<file path="src/hdl/mwd_defines.svh">
// Constants for the margining and watchdog two-wire slave
`ifndef MWD_DEFINES_SVH
`define MWD_DEFINES_SVH

`define MWD_CLK_NS      8
`define MWD_MS_NS       1000000
`define MWD_MS_CYCLES   (`MWD_MS_NS / `MWD_CLK_NS)
`define MWD_ADDR_HIGH   5'h0c
`define MWD_OP_MARGIN   3'h1
`define MWD_OP_UNUSED   3'h2
`define MWD_OP_WDOG     3'h3
`define MWD_VAL_NULL    5'h00
`define MWD_MARGIN_NOM  4'h0
`define MWD_MARGIN_BAD  4'h8
`define MWD_BIT_LAST    4'h8
`define MWD_WD_MS_1280  11'h500
`define MWD_WD_MS_320   11'h140
`define MWD_WD_MS_80    11'h050
`define MWD_WD_MS_20    11'h014
`define MWD_WD_SEL_RST  2'h0

`endif

</file>
<file path="src/hdl/mwd_pkg.sv">
// Types for the margining and watchdog two-wire slave
package mwd_pkg;

  typedef enum logic [2:0] {
    PH_IDLE,
    PH_ADDR,
    PH_ACK_ADDR,
    PH_DATA,
    PH_ACK_DATA,
    PH_SKIP
  } mwd_phase_t;

  typedef struct packed {
    logic scl_m;
    logic scl_s;
    logic scl_p;
    logic sda_m;
    logic sda_s;
    logic sda_p;
    logic sel_m;
    logic sel_s;
    logic id_m;
    logic id_s;
  } mwd_front_t;

  typedef struct packed {
    mwd_phase_t  phase;
    logic [3:0]  bit_cnt;
    logic [7:0]  shreg;
    logic        sda_oe_n;
    logic        sda_o;
    logic        armed;
    logic [2:0]  armed_op;
    logic [3:0]  linear_regulator;
    logic [3:0]  sw;
    logic        wd_en;
    logic [1:0]  wd_sel;
    logic        wd_win;
    logic [16:0] ms_div;
    logic [10:0] wd_ms;
    logic        wd_expired;
    logic        win_open;
    logic        osc_out;
    logic [1:0]  id_bits;
  } mwd_core_t;

endpackage

</file>
<file path="src/hdl/mwd_bit_if.sv">
// Bus events passed from the pin front end to the slave core
`timescale 1ns/1ps
interface mwd_bit_if;
  logic scl_rise;
  logic scl_fall;
  logic sda;
  logic start;
  logic stop;
  logic strap_sel;
  logic strap_id;

  modport front (output scl_rise, output scl_fall, output sda, output start,
                 output stop, output strap_sel, output strap_id);
  modport core  (input scl_rise, input scl_fall, input sda, input start,
                 input stop, input strap_sel, input strap_id);
endinterface

</file>
<file path="src/hdl/mwd_bus_front.sv">
// Pin synchronisers and start, stop and clock edge detection
`timescale 1ns/1ps
module mwd_bus_front (
  input  wire logic mclk_in,
  input  wire logic sys_rst_in,
  input  wire logic scl_in,
  input  wire logic sda_in,
  input  wire logic oscillator_sync_select_pin_in,
  input  wire logic slave_id_strap_in,
  mwd_bit_if.front  bus
);

  mwd_pkg::mwd_front_t f_q;
  mwd_pkg::mwd_front_t f_d;

  always_comb begin
    f_d       = f_q;
    f_d.scl_m = scl_in;
    f_d.scl_s = f_q.scl_m;
    f_d.scl_p = f_q.scl_s;
    f_d.sda_m = sda_in;
    f_d.sda_s = f_q.sda_m;
    f_d.sda_p = f_q.sda_s;
    f_d.sel_m = oscillator_sync_select_pin_in;
    f_d.sel_s = f_q.sel_m;
    f_d.id_m  = slave_id_strap_in;
    f_d.id_s  = f_q.id_m;
  end

  // Idle bus is high on both lines
  always_ff @(posedge mclk_in) begin
    if (sys_rst_in) begin
      f_q <= '1;
    end else begin
      f_q <= f_d;
    end
  end

  // Start and stop are data edges while the clock stays high
  assign bus.scl_rise  = f_q.scl_s & ~f_q.scl_p;
  assign bus.scl_fall  = ~f_q.scl_s & f_q.scl_p;
  assign bus.sda       = f_q.sda_s;
  assign bus.start     = f_q.scl_s & f_q.scl_p & f_q.sda_p & ~f_q.sda_s;
  assign bus.stop      = f_q.scl_s & f_q.scl_p & ~f_q.sda_p & f_q.sda_s;
  assign bus.strap_sel = f_q.sel_s;
  assign bus.strap_id  = f_q.id_s;

endmodule

</file>
<file path="src/hdl/mwd_slave.sv">
// Two-wire slave for voltage margining and watchdog programming
`timescale 1ns/1ps
`include "mwd_defines.svh"

module mwd_slave #(
  parameter int MS_CYCLES = `MWD_MS_CYCLES
) (
  input  wire logic       mclk_in,
  input  wire logic       sys_rst_in,
  input  wire logic       scl_in,
  input  wire logic       sda_in,
  output logic            sda_out,
  output logic            sda_oe_n_out,
  input  wire logic       oscillator_sync_select_pin_in,
  input  wire logic       slave_id_strap_in,
  output logic            oscillator_sync_pin_is_output_out,
  output logic [3:0]      linear_regulator_margin_out,
  output logic [3:0]      switcher_margin_out,
  output logic            watchdog_enable_out,
  output logic [1:0]      watchdog_period_sel_out,
  output logic            windowed_timeout_out,
  output logic            watchdog_window_open_out,
  output logic            watchdog_expired_out
);

  mwd_bit_if bus ();

  mwd_bus_front u_front (
    .mclk_in                       (mclk_in),
    .sys_rst_in                    (sys_rst_in),
    .scl_in                        (scl_in),
    .sda_in                        (sda_in),
    .oscillator_sync_select_pin_in (oscillator_sync_select_pin_in),
    .slave_id_strap_in             (slave_id_strap_in),
    .bus                           (bus.front)
  );

  mwd_pkg::mwd_core_t s_q;
  mwd_pkg::mwd_core_t s_d;

  // Timeout length in milliseconds per period select
  function automatic logic [10:0] period_ms(input logic [1:0] sel);
    logic [10:0] ms;
    unique case (sel)
      2'h0: ms = `MWD_WD_MS_1280;
      2'h1: ms = `MWD_WD_MS_320;
      2'h2: ms = `MWD_WD_MS_80;
      2'h3: ms = `MWD_WD_MS_20;
    endcase
    return ms;
  endfunction

  logic [6:0]  own_addr;
  logic [7:0]  rx_byte;
  logic [2:0]  rx_op;
  logic [4:0]  rx_val;
  logic        ms_tick;
  logic [10:0] limit_ms;

  assign own_addr = {`MWD_ADDR_HIGH, s_q.id_bits};
  assign rx_byte  = s_q.shreg;
  assign rx_op    = rx_byte[7:5];
  assign rx_val   = rx_byte[4:0];
  assign ms_tick  = (s_q.ms_div == 17'(MS_CYCLES - 1));
  assign limit_ms = period_ms(s_q.wd_sel);

  always_comb begin
    s_d            = s_q;
    s_d.wd_expired = 1'b0;
    s_d.id_bits    = {bus.strap_sel, bus.strap_id};
    s_d.osc_out    = bus.strap_sel;

    // Millisecond base and watchdog counter
    s_d.ms_div = ms_tick ? 17'h0_0000 : s_q.ms_div + 17'h0_0001;
    if (s_q.wd_en && ms_tick) begin
      if (s_q.wd_ms == limit_ms - 11'h001) begin
        s_d.wd_ms      = 11'h000;
        s_d.wd_expired = 1'b1;
      end else begin
        s_d.wd_ms = s_q.wd_ms + 11'h001;
      end
    end
    s_d.win_open = !s_q.wd_win || (s_q.wd_ms >= (limit_ms >> 1));

    // Bit engine: sample on clock rise, drive on clock fall
    unique case (s_q.phase)
      mwd_pkg::PH_IDLE, mwd_pkg::PH_SKIP: begin
        s_d.sda_oe_n = 1'b1;
      end
      mwd_pkg::PH_ADDR: begin
        if (bus.scl_rise) begin
          s_d.shreg   = {s_q.shreg[6:0], bus.sda};
          s_d.bit_cnt = s_q.bit_cnt + 4'h1;
        end else if (bus.scl_fall && s_q.bit_cnt == `MWD_BIT_LAST) begin
          s_d.bit_cnt = 4'h0;
          // Read requests are not supported and get no acknowledge
          if (rx_byte[7:1] == own_addr && !rx_byte[0]) begin
            s_d.phase    = mwd_pkg::PH_ACK_ADDR;
            s_d.sda_oe_n = 1'b0;
          end else begin
            s_d.phase = mwd_pkg::PH_SKIP;
          end
        end
      end
      mwd_pkg::PH_ACK_ADDR, mwd_pkg::PH_ACK_DATA: begin
        if (bus.scl_fall) begin
          s_d.sda_oe_n = 1'b1;
          s_d.phase    = mwd_pkg::PH_DATA;
        end
      end
      mwd_pkg::PH_DATA: begin
        if (bus.scl_rise) begin
          s_d.shreg   = {s_q.shreg[6:0], bus.sda};
          s_d.bit_cnt = s_q.bit_cnt + 4'h1;
        end else if (bus.scl_fall && s_q.bit_cnt == `MWD_BIT_LAST) begin
          s_d.bit_cnt  = 4'h0;
          s_d.phase    = mwd_pkg::PH_ACK_DATA;
          s_d.sda_oe_n = 1'b0;
          // Command decode
          if (s_q.armed && rx_op == s_q.armed_op) begin
            if (rx_op == `MWD_OP_MARGIN) begin
              if (rx_val[3:0] != `MWD_MARGIN_BAD) begin
                if (rx_val[4]) begin
                  s_d.sw = rx_val[3:0];
                end else begin
                  s_d.linear_regulator = rx_val[3:0];
                end
              end
            end else if (rx_val == `MWD_VAL_NULL) begin
              s_d.wd_en = 1'b0;
              s_d.wd_ms = 11'h000;
            end else if (rx_val[4:3] == 2'h1) begin
              s_d.wd_sel = rx_val[1:0];
              s_d.wd_win = rx_val[2];
              if (!s_q.wd_en) begin
                s_d.wd_en  = 1'b1;
                s_d.wd_ms  = 11'h000;
                s_d.ms_div = 17'h0_0000;
              end else if (s_q.win_open) begin
                s_d.wd_ms  = 11'h000;
                s_d.ms_div = 17'h0_0000;
              end
            end
          end else if (rx_val == `MWD_VAL_NULL &&
                       (rx_op == `MWD_OP_MARGIN || rx_op == `MWD_OP_WDOG)) begin
            s_d.armed    = 1'b1;
            s_d.armed_op = rx_op;
          end
        end
      end
      default: begin
        s_d.phase = mwd_pkg::PH_IDLE;
      end
    endcase

    // Stop wins over start; both drop the armed first command
    if (bus.start) begin
      s_d.phase    = mwd_pkg::PH_ADDR;
      s_d.bit_cnt  = 4'h0;
      s_d.sda_oe_n = 1'b1;
      s_d.armed    = 1'b0;
    end
    if (bus.stop) begin
      s_d.phase    = mwd_pkg::PH_IDLE;
      s_d.bit_cnt  = 4'h0;
      s_d.sda_oe_n = 1'b1;
      s_d.armed    = 1'b0;
    end
  end

  always_ff @(posedge mclk_in) begin
    if (sys_rst_in) begin
      s_q            <= '0;
      s_q.phase      <= mwd_pkg::PH_IDLE;
      s_q.sda_oe_n   <= 1'b1;
      s_q.linear_regulator        <= `MWD_MARGIN_NOM;
      s_q.sw         <= `MWD_MARGIN_NOM;
      s_q.wd_sel     <= `MWD_WD_SEL_RST;
      s_q.id_bits    <= 2'h3;
    end else begin
      s_q <= s_d;
    end
  end

  assign sda_out                           = s_q.sda_o;
  assign sda_oe_n_out                      = s_q.sda_oe_n;
  assign oscillator_sync_pin_is_output_out = s_q.osc_out;
  assign linear_regulator_margin_out       = s_q.linear_regulator;
  assign switcher_margin_out               = s_q.sw;
  assign watchdog_enable_out               = s_q.wd_en;
  assign watchdog_period_sel_out           = s_q.wd_sel;
  assign windowed_timeout_out              = s_q.wd_win;
  assign watchdog_window_open_out          = s_q.win_open;
  assign watchdog_expired_out              = s_q.wd_expired;

endmodule

</file>
<file path="config.mk">
export PLATFORM = sky130hd
export DESIGN_NAME = mwd_slave
export DESIGN_NICKNAME = d
export VERILOG_FILES = /design/src/hdl/mwd_pkg.sv /design/src/hdl/mwd_bit_if.sv /design/src/hdl/mwd_bus_front.sv /design/src/hdl/mwd_slave.sv
export VERILOG_INCLUDE_DIRS = /design/src /design/src/hdl
export SDC_FILE = /design/constraint.sdc
export NUM_CORES = 1
export LEC_CHECK = 0
export BUFFER_PORTS_ARGS = -buffer_cell sky130_fd_sc_hd__buf_2
export CAP_MARGIN = 40
export CORE_MARGIN = 2
export CORE_UTILIZATION = 50
export CTS_BUF_LIST = sky130_fd_sc_hd__clkbuf_8
export CTS_CLUSTER_DIAMETER = 150
export DETAILED_ROUTE_END_ITERATION = 10
export PLACE_DENSITY = 0.68
export SLEW_MARGIN = 20
export SYNTH_ARGS = -nofsm -noshare
export SYNTH_HDL_FRONTEND = slang
export SYNTH_SLANG_ARGS = --single-unit
</file>
<file path="constraint.sdc">
create_clock -name mclk_in -period 3.45 [get_ports mclk_in]
set_input_delay 0.1725 -clock mclk_in [delete_from_list [all_inputs] [get_ports mclk_in]]
set_output_delay 0.1725 -clock mclk_in [all_outputs]
set_load 0.02 [all_outputs]
</file>
==> metrics.txt, run 1 <==
skew final 11.63 ps; RR Startpoint watchdog_period_sel_out[0]; top-area cell type share of the netlist area 40.82%; Max-Cap Viols 0; Setup crit start kind flop; crit-path max cell delay 580 ps; status completed; WHS Endpoint u_front.f_d[8]; highest metal used met4; Gate power share 2.7%; H-Tree Depth 3; DP HPWL 4653 um; share of cells above drive strength 1 15.13%; CTS tree built; Max FO, Critical Path 11; Seq/Total Area, Yosys 40.82%; Clk Latency, worst-skew pair 350 ps; clock share of power 45.6%; Synth-to-Final Area Change 8.708%; min Tclk post-route 2187 ps; die area 8060 um2; endpoints failing hold 0; Hold Path Class in -> reg; WL met2 3224 um; Setup Buffers After CTS 0; worst vdd ir 0.2413 mV; die width 89.78 um; initial antenna violation count 0; Final Cycle Share 63.38%; CP Cell Sequence inv_1 -> ha_1 -> xor2_1 -> o31ai_1 -> o2111ai_1 -> nor3_2 -> nor3_1; critical path class reg -> reg; WHS 12.11 ps; DR WL/cell 12.71 um; Netlist cell types 53; Setup WS pre-CTS 1258 ps; Post-Syn Area 3679 um2; Psw 375.7 uW; final setup margin 1263 ps; # rows 31; clock transition at the registers of the reported paths 80 ps; min-delay src scl_in; main flop type after synthesis dfxtp_1; first-pass GRT wire length 11830 um; met3 wire length 186 um; synthesized net count 432; actual slew at the worst max-slew pin 718.8 ps; cts repair resizes 0; P_int 1.329 mW; GPL Wtd Cong 0.8318; Core Region 7176 um2; vias in the first global route 2634; Routed WL 6633 um; total CTS buffers 9; fin nets 441; total number of vias 2723; critical path's slowest cell nor3_2; gr usage total 17.85%; largest net degree at the start of global routing 43; Chip Height 89.78 um; # clock sinks 75; commonest cells in the netlist dfxtp_1 (75), nor2_1 (41), nand2_1 (32), xor2_1 (25); Achievable Freq 457.3 MHz; synthesized flop and latch total 75; setup TNS 0 ps; Leakage 1.596 nW; max-slew violation count 0; pwr/cell area 426.2 nW/um2; count leader, synth dfxtp_1; r2r setup slk 1260 ps; area leader, netlist dfxtp_1; area of the multi-input gates 1962 um2; top-level port count 23; Synth Warn # 0; final setup vio count 0; Avg Cell Area, Syn 8.994 um2; Fill cells 656; Clock Root Buffer clkbuf_8; Iter 0 DRT Violations 81; Vias/cell 5.216; async set-reset flop share out of synthesis 0%; IO Port Bufs 21; First-pass DRT Iterations 4; Antenna Violating Nets Remaining 0; Reg area 1501 um2; switch share 22.04%; Initial Utilization 51.26%; WP data arrival 2400 ps; Reg power frac 51.8%; RR Endpoint s_q[8]; Worst setup EP type flop; ANT cells 0; R2R cell count 7; gr ovfl total 0; max_slew headroom 51.82%; metal1 wirelength 3134 um; RSZ-0062 raised after global routing no; Hold Crit Depth 2; DRC Markers 0; Post-Synthesis Cells 409; worst endpoint required time 3660 ps; Synth area leaders dfxtp_1 (41%), xor2_1 (6.0%), ha_1 (5.8%); Max Buffers Root-to-Sink 2; number of enable flip-flop cells after synthesis 0
cells by family (layout without fill, tap and decap cells):
kind of cell    count (synthesis)  after routing  synth area share, %
compound gates                 46             46                7.585
xor+xnor                       36             36                8.571
fa+ha+maj                      18             18                6.054
buf+inv                        38             52                5.850
flops                          75             75                40.82
mux                            11             11                2.993
other cells                     1              1               0.1019
simple gates                  184            184                28.03
metal layers:
| layer | track usage [%] | vias to the layer above |
|---|---|---|
| met4 | 6.026 | 0 |
| met3 | 4.694 | 8 |
| met5 | 0 | - |
| met1 | 21.39 | 1275 |
| met2 | 31.12 | 26 |
| li1 | - | 1414 |
cell usage in the layout (no fill, tap or decap), drive strengths merged, types with 2 or more instances in the layout:
cell	count
dfxtp	75
nor2	41
nand2	32
xor2	25
buf	22
nor3	21
nand3	20
a21oi	20
ha	17
inv	14
or2	12
mux2i	11
xnor2	11
nand4	11
and3	11
clkbuf	10
o21ai	10
nand2b	7
nor2b	5
nand3b	4
nor3b	4
nor4	4
and4	4
o22ai	2
o21bai	2
o31ai	2
a31oi	2
o31a	2
bufinv	2
dlygate4sd3	2
and2b	2
worst max path at each step:
stage	startpoint	cells after the start	slack, ps	endpoint
floorplan	watchdog_period_sel_out[0]	7	1650	watchdog_window_open_out
global placement	watchdog_period_sel_out[0]	7	1340	s_q[15]
detailed placement	watchdog_period_sel_out[0]	7	1260	s_q[8]
CTS	watchdog_period_sel_out[0]	7	1240	s_q[8]
global route	watchdog_period_sel_out[0]	7	1040	s_q[5]
finish	watchdog_period_sel_out[0]	7	1260	s_q[8]
layout make-up:
cell class / count / area share, %
Multi-Input combinational cell: 296 / 49.06
Sequential cell: 75 / 37.55
Clock buffer: 10 / 3.442
Timing Repair Buffer: 24 / 3.317
Tap cell: 99 / 3.098
Clock inverter: 6 / 2.409
Inverter: 12 / 1.126
per-stage QoR:
| step | total power [mW] | util, % | area [um2] | cells |
|---|---|---|---|---|
| after floorplan | 0.9373 | - | 3679 | 409 |
| after global placement | 0.9461 | 52.19 | 3745 | 504 |
| after detailed placement | 0.9469 | 52.19 | 3745 | 504 |
| after CTS | 1.723 | 55.73 | 3999 | 522 |
| after global routing | 1.770 | 55.73 | 3999 | 522 |
| final | 1.704 | 55.73 | 3999 | 522 |
registers in the layout (all words and copies together) (netlist names), 2 cells and up:
register,flops
linear_regulator_margin_out,4
own_addr,2
rx_byte,8
s_q,39
u_front.f_q,2
watchdog_period_sel_out,2
u_front.f_d,5
switcher_margin_out,4
power groups by stage:
| stage | combinational, mW | clock, mW | sequential (mW) |
|---|---|---|---|
| floorplan | 0.0348 | 0 | 0.902 |
| global placement | 0.0439 | 0 | 0.902 |
| detailed placement | 0.0443 | 0 | 0.903 |
| CTS | 0.0462 | 0.795 | 0.882 |
| global route | 0.0513 | 0.834 | 0.884 |
| finish | 0.0454 | 0.777 | 0.882 |
worst max-delay path, delay by kind of cell, from the launching register on:
kind	cells	cell delay [ps]
AND/OR/NAND/NOR	2	690
flip-flops	1	460
AO/OA/AOI/OAI	2	390
adder cells (fa/ha/maj)	1	230
buffers and inverters	1	150
XOR/XNOR	1	140
timing repair:
| item | 4_1_cts | 5_1_grt |
|---|---|---|
| endpoints found under the hold margin | 2 | 0 |
| hold buffers | 2 | 0 |
| setup endpoints to repair | 0 | 0 |
No activity file was read; power rests on OpenSTA's default activity.
==> run 2, diff against run 1 <==
==> constraint.sdc (replaced) <==
create_clock -name mclk_in -period 2.2 [get_ports mclk_in]
set_input_delay 0.11 -clock mclk_in [delete_from_list [all_inputs] [get_ports mclk_in]]
set_output_delay 0.11 -clock mclk_in [all_outputs]
set_load 0.02 [all_outputs]
==> run 2 against run 1 <==
  * Critical endpoint is now s_q[14]
  * Non-clock buffer count is 9 higher
  * Utilization rose by 1.2 points
  * Worst setup slack worse by 1000 ps
  * Largest cell class unchanged
  * Fmax increased by 11%
  * Design area is 2.2% higher
  * Critical path depth rose by 1
==> metrics.txt, run 2 (synthesis results as in run 1) <==
Worst setup EP type flop (unchanged); WL met2 3464 um (was 3224 um); highest metal used met4 (unchanged); Worst path most repeated cell nor3_1; share of cells above drive strength 1 16.44% (was 15.13%); Vias/cell 5.190 (was 5.216); Max-Cap Viols 0 (unchanged); max-slew violation count 0 (unchanged); worst endpoint required time 2420 ps (was 3660 ps); met3 wire length 176 um (was 186 um); R2R cell count 8 (was 7); metal1 wirelength 3157 um (was 3134 um); skew final 7.051 ps (was 11.63 ps); Core Region 7176 um2 (unchanged); Setup crit start kind flop (unchanged); max reg flops 39 (unchanged); critical path class reg -> reg (unchanged); vias in the first global route 2777 (was 2634); CP delay by family, top flip-flops (was simple AND/OR/NAND/NOR gates); Synth-to-Final Area Change 11.05% (was 8.708%); Worst setup startpoint watchdog_period_sel_out[0] (unchanged); Antenna Violating Nets Remaining 0 (unchanged); CTS tree built (unchanged); gr ovfl total 0 (unchanged); Initial Utilization 51.26% (unchanged); GPL Wtd Cong 0.8724 (was 0.8318); Achievable Freq 508.2 MHz (was 457.3 MHz); Clock Root Buffer clkbuf_8 (unchanged); crit-path max cell delay 450 ps (was 580 ps); status completed (unchanged); pwr/cell area 673.1 nW/um2 (was 426.2 nW/um2); Max FO, Critical Path 11 (unchanged); Largest Register s_q (unchanged); WHS 161.6 ps (was 12.11 ps); ANT cells 0 (unchanged); Max Buffers Root-to-Sink 2 (unchanged); Hold Path Class in -> reg (unchanged); total number of vias 2756 (was 2723); Final Cycle Share 89.43% (was 63.38%); # rows 31 (unchanged); WP data arrival 2190 ps (was 2400 ps); crit path to s_q[14] (was s_q[8]); DR WL/cell 12.91 um (was 12.71 um); Non-Filler Instances 531 (was 522); die width 89.78 um (unchanged); DRC Markers 0 (unchanged); max_slew headroom 52.89% (was 51.82%); H-Tree Depth 3 (unchanged); setup TNS 0 ps (unchanged); min Tclk post-route 1968 ps (was 2187 ps); RR Startpoint watchdog_period_sel_out[0] (unchanged); endpoints failing hold 0 (unchanged); Setup Buffers After CTS 0 (unchanged); worst vdd ir 0.5087 mV (was 0.2413 mV); commonest non-fill, non-tap cell in the layout dfxtp_1 (unchanged); fin nets 450 (was 441); initial antenna violation count 0 (unchanged); WP depth 8 (was 7); most frequent cells in the layout dfxtp_1 (75), nor2_1 (41), nand2_1 (32) (unchanged); IO Port Bufs 21 (unchanged); clock transition at the registers of the reported paths 80 ps (about the same); DP HPWL 4941 um (was 4653 um); RR Endpoint s_q[14] (was s_q[8]); gr usage total 18.59% (was 17.85%); r2r setup slk 230 ps (was 1260 ps); Chip Height 89.78 um (unchanged); WP buf/inv 2 (was 1); CP Cell Sequence inv_1 -> ha_1 -> xor2_1 -> nor3_1 -> o2111ai_1 -> nor3_2 -> buf_4 -> nor3_1 (was inv_1 -> ha_1 -> xor2_1 -> o31ai_1 -> o2111ai_1 -> nor3_2 -> nor3_1); Fill cells 652 (was 656); RSZ-0062 raised after global routing no (unchanged); First-pass DRT Iterations 4 (unchanged); critical path's slowest cell dfxtp_1 (was nor3_2); top-level port count 23 (unchanged); final setup vio count 0 (unchanged); Routed WL 6853 um (was 6633 um); dpl cells 511 (was 504); Iter 0 DRT Violations 65 (was 81); Leakage 1.653 nW (was 1.596 nW); total CTS buffers 9 (unchanged); # clock sinks 75 (unchanged); actual slew at the worst max-slew pin 706.5 ps (was 718.8 ps); first-pass GRT wire length 12410 um (was 11830 um); Power Total 2.750 mW (was 1.704 mW); largest net degree at the start of global routing 24 (was 43); die area 8060 um2 (unchanged); Clk Latency, worst-skew pair 350 ps (about the same)
run 2: worst register-to-register path, cell delays in order (launching register included):
cell       delay (ps)
dfxtp_1           450
inv_1             140
ha_1              240
xor2_1            140
nor3_1            210
o2111ai_1         230
nor3_2            160
buf_4             200
nor3_1             70
run 2: what timing repair did:
| action | CTS | global route |
|---|---|---|
| endpoints found under the setup margin | 0 | 0 |
| hold buffers | 4 | 0 |
| resized for setup | 0 | 0 |
| hold endpoints to repair | 4 | 0 |
run 2: layout make-up:
cell class	count	area (um2)	share of cell area [%]
tap	99	123.9	3.032
multi-input combinational	296	1962	48.02
clock inverter	7	123.9	3.032
sequential	75	1501	36.75
inverter	12	45.04	1.103
clock buffer	9	123.9	3.032
timing repair buffer	33	205.2	5.023
run 2: worst min path at each step:
stage	start	endpoint	slack, ps	cells after the start
finish	sys_rst_in	switcher_margin_out[3]	160	2
global route	sys_rst_in	switcher_margin_out[1]	180	2
CTS	sys_rst_in	switcher_margin_out[1]	160	2
detailed placement	oscillator_sync_select_pin_in	u_front.f_d[2]	300	2
global placement	oscillator_sync_select_pin_in	u_front.f_d[2]	300	2
floorplan	slave_id_strap_in	u_front.f_d[0]	210	1
run 2: layer usage:
layer  track usage (%)  vias to the layer above
met5                 0                        -
li1                  -                     1429
met2             33.21                       30
met3             4.526                        4
met4             5.641                        0
met1             22.10                     1293
run 2: power breakdown:
part / switching (mW) / total, mW / internal (mW)
Sequential: 0.0102 / 1.38 / 1.37
Clock: 0.525 / 1.29 / 0.765
Combinational: 0.0457 / 0.0768 / 0.0311
run 2: metrics by stage:
step	setup slack [ps]	instance area, um2	utilization [%]
floorplan	403.4	3679	-
global placement	293.7	3797	52.92
detailed placement	250.3	3797	52.92
CTS	224.7	4085	56.93
global route	52.98	4085	56.93
finish	232.5	4085	56.93
